File: config.mk
export PLATFORM = sky130hd
export DESIGN_NAME = state_pointer_decoder
export DESIGN_NICKNAME = d
export VERILOG_FILES = /design/src/state_pointer_pkg.sv /design/src/pointer_slot.sv /design/src/state_pointer_decoder.sv
export SDC_FILE = /design/constraint.sdc
export NUM_CORES = 1
export LEC_CHECK = 0
export BUFFER_PORTS_ARGS = -buffer_cell sky130_fd_sc_hd__buf_2
export CAP_MARGIN = 20
export CORE_ASPECT_RATIO = 0.8
export CORE_MARGIN = 2
export CORE_UTILIZATION = 55
export DETAILED_ROUTE_END_ITERATION = 6
export PLACE_DENSITY = 0.81
export SYNTH_ARGS = -nofsm -noshare
export SYNTH_HDL_FRONTEND = slang
export SYNTH_HIERARCHICAL = 1
export SYNTH_SLANG_ARGS = --single-unit
File: constraint.sdc
create_clock -name aclk -period 3.8 [get_ports aclk]
set_input_delay 0.38 -clock aclk [delete_from_list [all_inputs] [get_ports aclk]]
set_output_delay 0.38 -clock aclk [all_outputs]
set_load 0.05 [all_outputs]
File: src/state_pointer_pkg.sv
// constants for the pipelined state pointer command decoder
package state_pointer_pkg;
	// ----------------------------------------------------------------
	// command header
	// ----------------------------------------------------------------
	localparam logic [2:0] CMD_TYPE = 3'h3;
	localparam logic [1:0] CMD_SUBTYPE = 2'h3;
	localparam logic [2:0] CMD_OPCODE = 3'h0;
	localparam logic [7:0] CMD_SUB_OPCODE = 8'h00;
	localparam logic [7:0] CMD_LENGTH = 8'h05;
	localparam int TYPE_LSB = 29;
	localparam int SUBTYPE_LSB = 27;
	localparam int OPCODE_LSB = 24;
	localparam int SUB_OPCODE_LSB = 16;
	localparam int TOTAL_DWORDS = 7;
	// ----------------------------------------------------------------
	// field positions
	// ----------------------------------------------------------------
	localparam int OFS32_LSB = 5;
	localparam int OFS64_LSB = 6;
	localparam int ENABLE_BIT = 0;
	// ----------------------------------------------------------------
	// unit indices and pointer register layout
	// ----------------------------------------------------------------
	localparam int UNIT_VERTEX = 0;
	localparam int UNIT_GEO = 1;
	localparam int UNIT_CLIPPER_STAGE = 2;
	localparam int UNIT_SETUP = 3;
	localparam int UNIT_WINDOWER = 4;
	localparam int UNIT_CC = 5;
	localparam int NUM_UNITS = 6;
	// ----------------------------------------------------------------
	// register map (byte addresses)
	// ----------------------------------------------------------------
	localparam logic [7:0] REG_CMD_FIFO = 8'h00;
	localparam logic [7:0] REG_STATUS = 8'h04;
	localparam logic [7:0] REG_BASE = 8'h08;
	localparam logic [7:0] REG_FETCH_ACK = 8'h0C;
	localparam logic [7:0] REG_PTR0 = 8'h10;
	localparam logic [7:0] REG_ENABLES = 8'h28;
	localparam logic [31:0] RESET_WORD = 32'h0000_0000;
	localparam logic [1:0] RESP_OKAY = 2'h0;
	localparam logic [1:0] RESP_SLVERR = 2'h2;
endpackage : state_pointer_pkg

File: src/pointer_slot.sv
// one decoded state pointer with its fetch request flag
`timescale 1ns/1ps
module pointer_slot #(
	parameter int LSB = 5
) (
	input wire logic aclk,
	input wire logic aresetn,
	input wire logic load,
	input wire logic [31:0] dword,
	input wire logic active,
	input wire logic [31:0] base,
	input wire logic ack,
	output logic [31:0] address_r,
	output logic fetch_r
);
	always_ff @(posedge aclk) begin
		if (!aresetn) begin
			address_r <= state_pointer_pkg::RESET_WORD;
		end else if (load) begin
			// aligned offset, low bits forced to zero, added to the base
			address_r <= base + {dword[31:LSB], {LSB{1'b0}}};
		end
	end

	always_ff @(posedge aclk) begin
		if (!aresetn) begin
			fetch_r <= 1'b0;
		end else if (load) begin
			fetch_r <= active;
		end else if (ack) begin
			fetch_r <= 1'b0;
		end
	end
endmodule : pointer_slot

File: src/state_pointer_decoder.sv
// decoder for the pipelined state pointer command, with AXI4-Lite access
//
// How it works
// [RQ1] dword 2 gives 32-byte geometry state offset
// [RQ2] writer zeros reserved bits; decoder flags violations
// [RQ3] dword 2 bit 0 enables geometry stage
// [RQ4] geometry offset ignored, no fetch when disabled
// [RQ5] writer should enable clipper with geometry stage
// [RQ6] dword 3 gives 32-byte clipper state offset
// [RQ7] dword 3 bit 0 enables clipper stage
// [RQ8] clipper offset ignored while clipper disabled
// [RQ9] dword 4 gives 32-byte setup state offset
// [RQ10] dword 5 gives 32-byte windower state offset
// [RQ11] dword 6 gives 64-byte colour state offset
// [RQ12] accept header type 3/3/0/00, length 5
// [RQ13] units without enable bit always fetch state
// [RQ14] dword 1 gives 32-byte vertex state offset
//
// Added by the designer: register access over AXI4-Lite and the address map.
`timescale 1ns/1ps
module state_pointer_decoder (
	input wire logic aclk,
	input wire logic aresetn,
	input wire logic [7:0] s_axi_awaddr,
	input wire logic s_axi_awvalid,
	output logic s_axi_awready,
	input wire logic [31:0] s_axi_wdata,
	input wire logic [3:0] s_axi_wstrb,
	input wire logic s_axi_wvalid,
	output logic s_axi_wready,
	output logic [1:0] s_axi_bresp,
	output logic s_axi_bvalid,
	input wire logic s_axi_bready,
	input wire logic [7:0] s_axi_araddr,
	input wire logic s_axi_arvalid,
	output logic s_axi_arready,
	output logic [31:0] s_axi_rdata,
	output logic [1:0] s_axi_rresp,
	output logic s_axi_rvalid,
	input wire logic s_axi_rready,
	output logic geometry_stage_enable_r,
	output logic clipper_enable_r,
	output logic [5:0] fetch_request_r,
	output logic pointers_valid_r
);
	// ----------------------------------------------------------------
	// decode state
	// ----------------------------------------------------------------
	typedef enum logic [1:0] {
		ST_HEADER = 2'b00,
		ST_BODY = 2'b01,
		ST_SKIP = 2'b10
	} decode_state_e;

	decode_state_e state_r;
	logic [2:0] dword_idx_r;
	logic [2:0] skip_left_r;
	logic [31:0] base_r;
	logic bad_header_r;
	logic reserved_error_r;
	logic [7:0] packet_count_r;
	logic [31:0] address_w [state_pointer_pkg::NUM_UNITS];
	logic [5:0] fetch_w;
	logic [5:0] ack_w;
	logic [5:0] load_w;
	logic [5:0] active_w;

	// ----------------------------------------------------------------
	// bus write path
	// ----------------------------------------------------------------
	logic aw_held_r;
	logic w_held_r;
	logic [7:0] waddr_r;
	logic [31:0] wdata_r;
	logic [3:0] wstrb_r;
	logic wr_go;
	logic wr_hit;
	assign wr_go = aw_held_r && w_held_r && !s_axi_bvalid;
	always_ff @(posedge aclk) begin
		if (!aresetn) begin
			aw_held_r <= 1'b0;
			s_axi_awready <= 1'b0;
			waddr_r <= 8'h00;
		end else if (s_axi_awvalid && s_axi_awready) begin
			aw_held_r <= 1'b1;
			s_axi_awready <= 1'b0;
			waddr_r <= s_axi_awaddr;
		end else if (wr_go) begin
			aw_held_r <= 1'b0;
		end else begin
			s_axi_awready <= !aw_held_r && !s_axi_bvalid;
		end
	end
	always_ff @(posedge aclk) begin
		if (!aresetn) begin
			w_held_r <= 1'b0;
			s_axi_wready <= 1'b0;
			wdata_r <= state_pointer_pkg::RESET_WORD;
			wstrb_r <= 4'h0;
		end else if (s_axi_wvalid && s_axi_wready) begin
			w_held_r <= 1'b1;
			s_axi_wready <= 1'b0;
			wdata_r <= s_axi_wdata;
			wstrb_r <= s_axi_wstrb;
		end else if (wr_go) begin
			w_held_r <= 1'b0;
		end else begin
			s_axi_wready <= !w_held_r && !s_axi_bvalid;
		end
	end
	assign wr_hit = (waddr_r[7:2] == state_pointer_pkg::REG_CMD_FIFO[7:2])
		|| (waddr_r[7:2] == state_pointer_pkg::REG_BASE[7:2])
		|| (waddr_r[7:2] == state_pointer_pkg::REG_FETCH_ACK[7:2]);
	always_ff @(posedge aclk) begin
		if (!aresetn) begin
			s_axi_bvalid <= 1'b0;
			s_axi_bresp <= state_pointer_pkg::RESP_OKAY;
		end else if (wr_go) begin
			s_axi_bvalid <= 1'b1;
			s_axi_bresp <= wr_hit ? state_pointer_pkg::RESP_OKAY
				: state_pointer_pkg::RESP_SLVERR;
		end else if (s_axi_bready) begin
			s_axi_bvalid <= 1'b0;
		end
	end
	// command words need all four lanes; partial writes are dropped
	logic cmd_push;
	logic base_wr;
	assign cmd_push = wr_go && (waddr_r[7:2] == state_pointer_pkg::REG_CMD_FIFO[7:2])
		&& (wstrb_r == 4'hF);
	assign base_wr = wr_go && (waddr_r[7:2] == state_pointer_pkg::REG_BASE[7:2]);
	assign ack_w = (wr_go && (waddr_r[7:2] == state_pointer_pkg::REG_FETCH_ACK[7:2]))
		? wdata_r[5:0] : 6'h00;
	always_ff @(posedge aclk) begin
		if (!aresetn) begin
			base_r <= state_pointer_pkg::RESET_WORD;
		end else if (base_wr) begin
			for (int b = 0; b < 4; b++) begin
				if (wstrb_r[b]) begin
					base_r[b*8 +: 8] <= wdata_r[b*8 +: 8];
				end
			end
		end
	end
	// ----------------------------------------------------------------
	// command decode
	// ----------------------------------------------------------------
	logic header_ok;
	assign header_ok =
		(wdata_r[31:state_pointer_pkg::TYPE_LSB] == state_pointer_pkg::CMD_TYPE)
		&& (wdata_r[28:state_pointer_pkg::SUBTYPE_LSB] == state_pointer_pkg::CMD_SUBTYPE)
		&& (wdata_r[26:state_pointer_pkg::OPCODE_LSB] == state_pointer_pkg::CMD_OPCODE)
		&& (wdata_r[23:state_pointer_pkg::SUB_OPCODE_LSB]
			== state_pointer_pkg::CMD_SUB_OPCODE)
		&& (wdata_r[7:0] == state_pointer_pkg::CMD_LENGTH); // [RQ12]
	always_ff @(posedge aclk) begin
		if (!aresetn) begin
			state_r <= ST_HEADER;
			dword_idx_r <= 3'h0;
			skip_left_r <= 3'h0;
		end else if (cmd_push) begin
			case (state_r)
				ST_HEADER: begin
					dword_idx_r <= 3'h1;
					skip_left_r <= 3'(state_pointer_pkg::TOTAL_DWORDS - 2);
					// unknown header: swallow the same dword count, never decode it
					state_r <= header_ok ? ST_BODY : ST_SKIP; // [RQ12]
				end
				ST_BODY: begin
					dword_idx_r <= dword_idx_r + 3'h1;
					if (dword_idx_r == 3'(state_pointer_pkg::TOTAL_DWORDS - 1)) begin
						state_r <= ST_HEADER;
					end
				end
				ST_SKIP: begin
					skip_left_r <= skip_left_r - 3'h1;
					if (skip_left_r == 3'h0) begin
						state_r <= ST_HEADER;
					end
				end
				default: begin
					state_r <= ST_HEADER;
				end
			endcase
		end
	end
	logic in_body;
	assign in_body = cmd_push && (state_r == ST_BODY);
	always_comb begin
		load_w = 6'h00;
		if (in_body) begin
			load_w = 6'(1) << (dword_idx_r - 3'h1);
		end
	end
	// enable bits sampled from the dword being loaded
	always_comb begin
		active_w = 6'h3F; // [RQ13]
		active_w[state_pointer_pkg::UNIT_GEO] = wdata_r[state_pointer_pkg::ENABLE_BIT]; // [RQ4]
		// clipper offset is ignored while its enable is clear
		active_w[state_pointer_pkg::UNIT_CLIPPER_STAGE] = wdata_r[state_pointer_pkg::ENABLE_BIT]; // [RQ8]
	end
	always_ff @(posedge aclk) begin
		if (!aresetn) begin
			geometry_stage_enable_r <= 1'b0;
			clipper_enable_r <= 1'b0;
		end else begin
			if (load_w[state_pointer_pkg::UNIT_GEO]) begin
				geometry_stage_enable_r <= wdata_r[state_pointer_pkg::ENABLE_BIT]; // [RQ3]
			end
			if (load_w[state_pointer_pkg::UNIT_CLIPPER_STAGE]) begin
				clipper_enable_r <= wdata_r[state_pointer_pkg::ENABLE_BIT]; // [RQ7]
			end
		end
	end
	// reserved fields: device only reports, the writer must keep them zero
	logic reserved_bad;
	always_comb begin
		reserved_bad = 1'b0;
		if (in_body) begin
			case (dword_idx_r)
				3'h1: reserved_bad = |wdata_r[4:0];
				3'h2: reserved_bad = |wdata_r[4:1]; // [RQ2]
				3'h3: reserved_bad = |wdata_r[4:1]; // [RQ2]
				3'h4: reserved_bad = |wdata_r[4:0];
				3'h5: reserved_bad = |wdata_r[4:0]; // [RQ2]
				3'h6: reserved_bad = |wdata_r[5:0]; // [RQ2]
				default: reserved_bad = 1'b0;
			endcase
		end
	end
	// sticky flags are cleared by a write of 1 to fetch ack bit 7/6, the reserved flag also by any of bits 5:0; set wins
	always_ff @(posedge aclk) begin
		if (!aresetn) begin
			reserved_error_r <= 1'b0;
			bad_header_r <= 1'b0;
		end else begin
			if (reserved_bad) begin
				reserved_error_r <= 1'b1;
			end else if (ack_w != 6'h00 || (wr_go && wdata_r[6]
				&& waddr_r[7:2] == state_pointer_pkg::REG_FETCH_ACK[7:2])) begin
				reserved_error_r <= 1'b0;
			end
			if (cmd_push && state_r == ST_HEADER && !header_ok) begin
				bad_header_r <= 1'b1;
			end else if (wr_go && wdata_r[7]
				&& waddr_r[7:2] == state_pointer_pkg::REG_FETCH_ACK[7:2]) begin
				bad_header_r <= 1'b0;
			end
		end
	end
	always_ff @(posedge aclk) begin
		if (!aresetn) begin
			pointers_valid_r <= 1'b0;
			packet_count_r <= 8'h00;
		end else if (in_body && dword_idx_r == 3'(state_pointer_pkg::TOTAL_DWORDS - 1)) begin
			pointers_valid_r <= 1'b1;
			packet_count_r <= packet_count_r + 8'h01;
		end
	end
	// ----------------------------------------------------------------
	// pointer slots: vertex, geometry, clipper, setup, windower, colour
	// ----------------------------------------------------------------
	genvar u;
	generate
		for (u = 0; u < state_pointer_pkg::NUM_UNITS; u++) begin : g_slot
			localparam int LSB = (u == state_pointer_pkg::UNIT_CC)
				? state_pointer_pkg::OFS64_LSB : state_pointer_pkg::OFS32_LSB;
			pointer_slot #(
				.LSB(LSB) // [RQ1] [RQ6] [RQ9] [RQ10] [RQ11] [RQ14]
			) u_slot (
				.aclk(aclk),
				.aresetn(aresetn),
				.load(load_w[u]),
				.dword(wdata_r),
				.active(active_w[u]),
				.base(base_r),
				.ack(ack_w[u]),
				.address_r(address_w[u]),
				.fetch_r(fetch_w[u])
			);
		end
	endgenerate
	always_ff @(posedge aclk) begin
		if (!aresetn) begin
			fetch_request_r <= 6'h00;
		end else begin
			fetch_request_r <= fetch_w & ~ack_w;
		end
	end
	// ----------------------------------------------------------------
	// bus read path
	// ----------------------------------------------------------------
	logic [31:0] rd_word;
	logic rd_hit;
	logic [5:0] rd_slot;
	assign rd_slot = 6'(s_axi_araddr[7:2] - state_pointer_pkg::REG_PTR0[7:2]);
	always_comb begin
		rd_word = state_pointer_pkg::RESET_WORD;
		rd_hit = 1'b1;
		case (s_axi_araddr[7:2])
			state_pointer_pkg::REG_STATUS[7:2]: rd_word = {packet_count_r, 16'h0000,
				1'b0, bad_header_r, reserved_error_r, pointers_valid_r,
				2'(state_r), 2'b00};
			state_pointer_pkg::REG_BASE[7:2]: rd_word = base_r;
			state_pointer_pkg::REG_FETCH_ACK[7:2]: rd_word = {26'h0, fetch_w};
			state_pointer_pkg::REG_ENABLES[7:2]: rd_word = {30'h0, clipper_enable_r,
				geometry_stage_enable_r};
			default: begin
				if (rd_slot < 6'(state_pointer_pkg::NUM_UNITS)) begin
					rd_word = address_w[rd_slot[2:0]];
				end else begin
					rd_hit = 1'b0;
				end
			end
		endcase
	end
	always_ff @(posedge aclk) begin
		if (!aresetn) begin
			s_axi_arready <= 1'b0;
			s_axi_rvalid <= 1'b0;
			s_axi_rdata <= state_pointer_pkg::RESET_WORD;
			s_axi_rresp <= state_pointer_pkg::RESP_OKAY;
		end else if (s_axi_arvalid && s_axi_arready) begin
			s_axi_arready <= 1'b0;
			s_axi_rvalid <= 1'b1;
			s_axi_rdata <= rd_word;
			s_axi_rresp <= rd_hit ? state_pointer_pkg::RESP_OKAY
				: state_pointer_pkg::RESP_SLVERR;
		end else if (s_axi_rvalid) begin
			if (s_axi_rready) begin
				s_axi_rvalid <= 1'b0;
			end
		end else begin
			s_axi_arready <= 1'b1;
		end
	end
endmodule : state_pointer_decoder

-- Yosys cells after proc, flatten, opt, wreduce, memory -nomap -nowiden
Cells that the tools add are included.
- register bits after elaboration: 344
- latch bits: 0
- RAM bits: 0
- ROM bits: 0
- output and inout port bits: 50
- memories: 0
- add/subtract/negate cells: 7
- $mul: 0
- divide/modulo/power cells: 0
- magnitude comparators: 2
- eq/ne operators: 20
- shifts and indexed selects: 1
- mux-type cells: 43
- bitwise logic cells: 4
- reductions and logical operators: 65
- operator list (operator ; count):
    $pmux 32 s4 ; 1
    $bmux 32 s3 ; 1
    $mux 32 ; 3
    $add 32x32->32 ; 2
    $mux 1 ; 27
    $reduce_bool 2->1 ; 13
    $eq 6x2->1 const B ; 4
    $logic_and 1x1->1 ; 23
    $mux 6 ; 2
    $pmux 3 s2 ; 2
    $reduce_and 2->1 ; 6
    $mux 2 ; 5
    $eq 3x2->1 const B ; 3
    $eq 3x3->1 const B ; 3
    $add 8x1->8 const B ; 1
    $eq 8x3->1 const B ; 1
    $logic_not 8->1 ; 1
    $reduce_or 2->1 ; 4
    $reduce_or 4->1 ; 2
    $and 6x6->6 ; 1
    $eq 6x1->1 const B ; 1
    $eq 6x4->1 const B ; 1
    $logic_not 3->1 ; 2
    $logic_not 6->1 ; 1
    25 further kinds ; 32

-- Depth between registers and ports, before layout
- word-level depth: 8
- gate-level depth with buffers: 10
- mapped depth without buffers: 10

-- Modules after synthesis
The synthesis kept the hierarchy.
- by module, submodules not included (module ; times used ; cells each ; area each (um^2) ; seq. area each (um^2)):
    pointer_slot (g_slot[0].u_slot ...) ; 5 ; 321 ; 2606.2 ; 660.6
    state_pointer_decoder ; 1 ; 938 ; 7602.3 ; 2842.7
    pointer_slot (g_slot[5].u_slot) ; 1 ; 319 ; 2583.7 ; 660.6

-- Least setup slack after synthesis
OpenSTA, ideal clock, no wires.
- path kind: reg2reg
- start point: register waddr_r[7]
- end point: register g_slot[0].u_slot.address_r[8]
- setup time: 0.059 ns
- data arrival time: 3.012 ns
- data required time: 3.741 ns
- slack: 0.728 ns
- cell stages (with the launch flop): 11
- path buffers: 4
- cells stage by stage: dfxtp_1 > or4_1 > buf_2 > or4_4 > buf_6 > nor3b_1 > clkbuf_1 > buf_1 > o21ai_0 > o2bb2ai_1 > and2_1
- longest elaborated chain between the ends: 5
- RTL lines (item ; line ; text):
    from (decl) ; state_pointer_decoder.sv:73 ; logic [7:0] waddr_r;
    from (signal assigned) ; state_pointer_decoder.sv:87 ; waddr_r <= s_axi_awaddr;
    $logic_not 6->1 ; state_pointer_decoder.sv:129 ; assign cmd_push = wr_go && (waddr_r[7:2] == state_pointer_pkg::REG_CMD_FIFO[7:2])
    $logic_and 1x1->1 ; state_pointer_decoder.sv:129 ;
    $logic_and 1x1->1 ; state_pointer_decoder.sv:130 ; && (wstrb_r == 4'hF);
    $logic_and 1x1->1 ; state_pointer_decoder.sv:188 ; assign in_body = cmd_push && (state_r == ST_BODY);
    $mux 6 ; state_pointer_decoder.sv:191 ; if (in_body) begin
    via load_w[0] ; state_pointer_decoder.sv:65 ; logic [5:0] load_w;
    to (signal assigned) ; pointer_slot.sv:18 ; address_r <= state_pointer_pkg::RESET_WORD;
    to (signal assigned) ; pointer_slot.sv:21 ; address_r <= base + {dword[31:LSB], {LSB{1'b0}}};
    to (decl) ; pointer_slot.sv:13 ; output logic [31:0] address_r,
The timed path passes the listed nets, and every way through them passes these cells.
A chain may end at the register's enable or synchronous reset.

-- Worst setup path in the final report
- start point: register waddr_r[7]
- end point: register g_slot[3].u_slot.address_r[24]
- longest elaborated chain between the ends: 5
- RTL lines (item ; line):
    $logic_not 6->1 ; state_pointer_decoder.sv:129
    $logic_and 1x1->1 ; state_pointer_decoder.sv:129
    $logic_and 1x1->1 ; state_pointer_decoder.sv:130
    $logic_and 1x1->1 ; state_pointer_decoder.sv:188
    $mux 6 ; state_pointer_decoder.sv:191
    via load_w[3] ; state_pointer_decoder.sv:65
    to (signal assigned) ; pointer_slot.sv:18
    to (signal assigned) ; pointer_slot.sv:21
    to (decl) ; pointer_slot.sv:13
The timed path passes the listed nets, and every way through them passes these cells.

==> out/metrics.cfg <==
[placement]
dp_hpwl_um=61830
portBuffers=102
dpl_cell_area_mm2=0.02434
routabilityCongestion=1.034

[final_layout]
finalInstanceArea_mm2=0.02565
syn_to_final_growth_pct=10.49
final_layout_size_suffix_gt1_share_pct=8.983
finalNetCount=3157
final_common_cell=dfxtp_1
layout.cells.most_common_list=dfxtp_1, nand2_1, a21oi_1

[grt]
antenna_found_initial=2
gr-total-overflow=0
grt_use_total_pct=38.03
grt_pass1_vias=21540
grt_pass1_wl_um=127500
grt_max_degree=93

[synth]
postSynthCellCount=2862
yosysWarnings=6
synth_edf_count=0
ys_seq_area_share_pct=29.32
synth_top_flop_cell=dfxtp_1
synth.avg_cell_area_um2=8.112
ys_seq_elements=340
netlist-cell-type-count=80
syn-cell-area_mm2=0.02322
ys_async_sr_fraction_pct=0

[die]
coreArea_mm2=0.04175
die_w_um=233.7
die_y_um=187.8
num_io_pins=109
die-area_mm2=0.04388
rows=67
start_util_pct=55.61

[hold_path]
hold_class=in2reg
hold_depth=3
min_from=s_axi_wdata[9]
whs_endpoint=wdata_r[9]$_SDFFE_PN0P_

[clocking]
cts.sinks=340
htreeDepth=2
root_buffer=clkbuf_16
cts_tree=built
cts-hold-fix-buffers=0
clk_pin_slew_ns=0.06
clk_latency_ns=0.59
clockBufferDepth=3
cts_resized=0
cts_buffers=39
cts_setup_buffers=0

[routing]
vias_per_cell=6.614
drc=0
firstDrtPassIters=6
drtIter0Drc=2743
ant_nets=0
drt-wirelength-per-cell_um=24.48
vias=23180
drt-total-wl_um=85790

[timing]
rsz0062_at_grt=false
max_freq_mhz=291.2
finalCritPeriodShare_pct=90.37
finalMaxSlewViolations=0
hold_violations=0
slew_headroom_pct=30.02
tightestPinTransition_ns=1.042
clock_skew_ns=0.02627
setup_viol=0
finalCriticalPeriod_ns=3.434
fin_setup_tns_ns=0

[setup_path]
worstSetupPathType=reg2reg
crit_arrival_ns=3.87
cp_max_fo=11
critPathLaunchType=register
reg2reg_slack_ns=0.37
r2r-start=waddr_r[7]$_SDFFE_PN0P_
r2r_end=g_slot[3].u_slot/address_r[24]$_SDFFE_PN0P_
end_kind=register
rr_worst_depth=6
crit_required_ns=4.24

[power_and_ir_drop]
irDropWorstVdd_mv=0.3775
cellLeakagePower_nw=10.13
power_density_mw_per_mm2=326.5

[status]
status=finished, final reports clean

[flow_run]
drv_cap=0

per-layer routing:
layer  vias up  track usage [%]  share of wire (%)
met2      1400            56.02                 41
met1     10960            54.03                 42
li1      10560                -                  -
met4         2            16.89                4.8
met5         -                0              0.013
met3       248            6.706                 12
synth_stat cells, types with 34 or more instances:
| cell type | n | area share [%] |
|---|---|---|
| a21oi_1 | 242 | 5.2 |
| mux2i_1 | 195 | 8.4 |
| ha_1 | 170 | 9.2 |
| clkbuf_1 | 98 | 1.6 |
| a21o_1 | 41 | 1.3 |
| nor3_1 | 34 | 0.73 |
| o22ai_1 | 37 | 1.0 |
| dfxtp_1 | 340 | 29 |
| inv_1 | 61 | 0.99 |
| nor2_1 | 165 | 2.7 |
| and2_1 | 41 | 1.1 |
| o21ai_0 | 210 | 4.5 |
| xor2_1 | 39 | 1.5 |
| nand3_1 | 104 | 2.2 |
| xnor2_1 | 72 | 2.7 |
| a31oi_1 | 36 | 0.97 |
| a211oi_1 | 40 | 1.3 |
| nand4_1 | 36 | 0.97 |
| nor2b_1 | 115 | 3.1 |
| nand2_1 | 308 | 5.0 |
| a21boi_0 | 56 | 1.8 |
cell type report:
type                            instances  area (um^2)
Tap cell                              552        690.7
Multi-Input combinational cell       2316        15620
Inverter                               66        247.7
Clock inverter                         15        173.9
Timing Repair Buffer                  159         1006
Clock buffer                           54         1102
Sequential cell                       340         6807
Antenna cell                            2        5.005
Fill cell                            3610        16090
critical path, stage by stage, from the launching register on:
cell and delay, ns:
dfxtp_1 0.31, or4_1 0.66, nor4_1 0.62, and2_2 0.62
clkinv_1 0.61, a31oi_1 0.35, o211ai_1 0.13
state kept, by name, summed over array words and instances (netlist names), 2 cells and up:
name / count
g_slot.u_slot/address_r: 192
g_slot.u_slot/fetch_r: 6
base_r: 32
fetch_request_r: 6
wdata_r: 32
packet_count_r: 8
state_r: 2
waddr_r: 6
skip_left_r: 3
dword_idx_r: 3
wstrb_r: 4
s_axi_rdata: 32
worst max-delay path by stage:
stage	startpoint	end	slack, ns
4_1_cts	base_r[6]$_SDFFE_PN0P_	g_slot[2].u_slot/address_r[27]$_SDFFE_PN0P_	0.42
3_3_place_gp	base_r[5]$_SDFFE_PN0P_	g_slot[2].u_slot/address_r[27]$_SDFFE_PN0P_	0.57
2_1_floorplan	waddr_r[7]$_SDFFE_PN0P_	g_slot[0].u_slot/address_r[8]$_SDFFE_PN0P_	0.73
3_5_place_dp	base_r[6]$_SDFFE_PN0P_	g_slot[2].u_slot/address_r[27]$_SDFFE_PN0P_	0.47
5_1_grt	base_r[6]$_SDFFE_PN0P_	g_slot[2].u_slot/address_r[27]$_SDFFE_PN0P_	0.21
6_report	waddr_r[7]$_SDFFE_PN0P_	g_slot[3].u_slot/address_r[24]$_SDFFE_PN0P_	0.37
report_power, final:
group	internal (mW)	switching (mW)	leakage, nW
sequential	3.62	0.124	2.75
combinational	0.257	0.541	6.76
clock	2.18	1.65	0.624
total	6.06	2.32	10.1
cells by family (layout without fill, tap and decap cells):
| group | after synthesis | in the layout | synth area share [%] |
|---|---|---|---|
| buffers and inverters | 210 | 294 | 3.632 |
| DFF | 340 | 340 | 29.32 |
| adders and majority gates | 176 | 176 | 9.679 |
| other | 2 | 8 | 0.03235 |
| xor gates and xnor gates | 111 | 111 | 4.187 |
| AOI/OAI and AO/OA | 876 | 876 | 24.14 |
| muxes | 200 | 200 | 8.649 |
| and+or+nand+nor | 947 | 947 | 20.37 |
through the flow:
step	hold WS (ns)	instances	worst slack [ns]	utilization [%]	total power [mW]
final	0.03691	3504	0.3659	61.45	8.375
after detailed placement	0.4384	3431	0.4671	58.31	4.576
after CTS	0.02037	3500	0.4203	61.36	8.356
after global placement	0.4267	3431	0.5720	58.31	4.560
after global routing	0.05587	3502	0.2108	61.44	8.559
after floorplan	0.4176	2866	0.7283	-	4.294
Note: power is estimated with default switching activity, not from simulation.
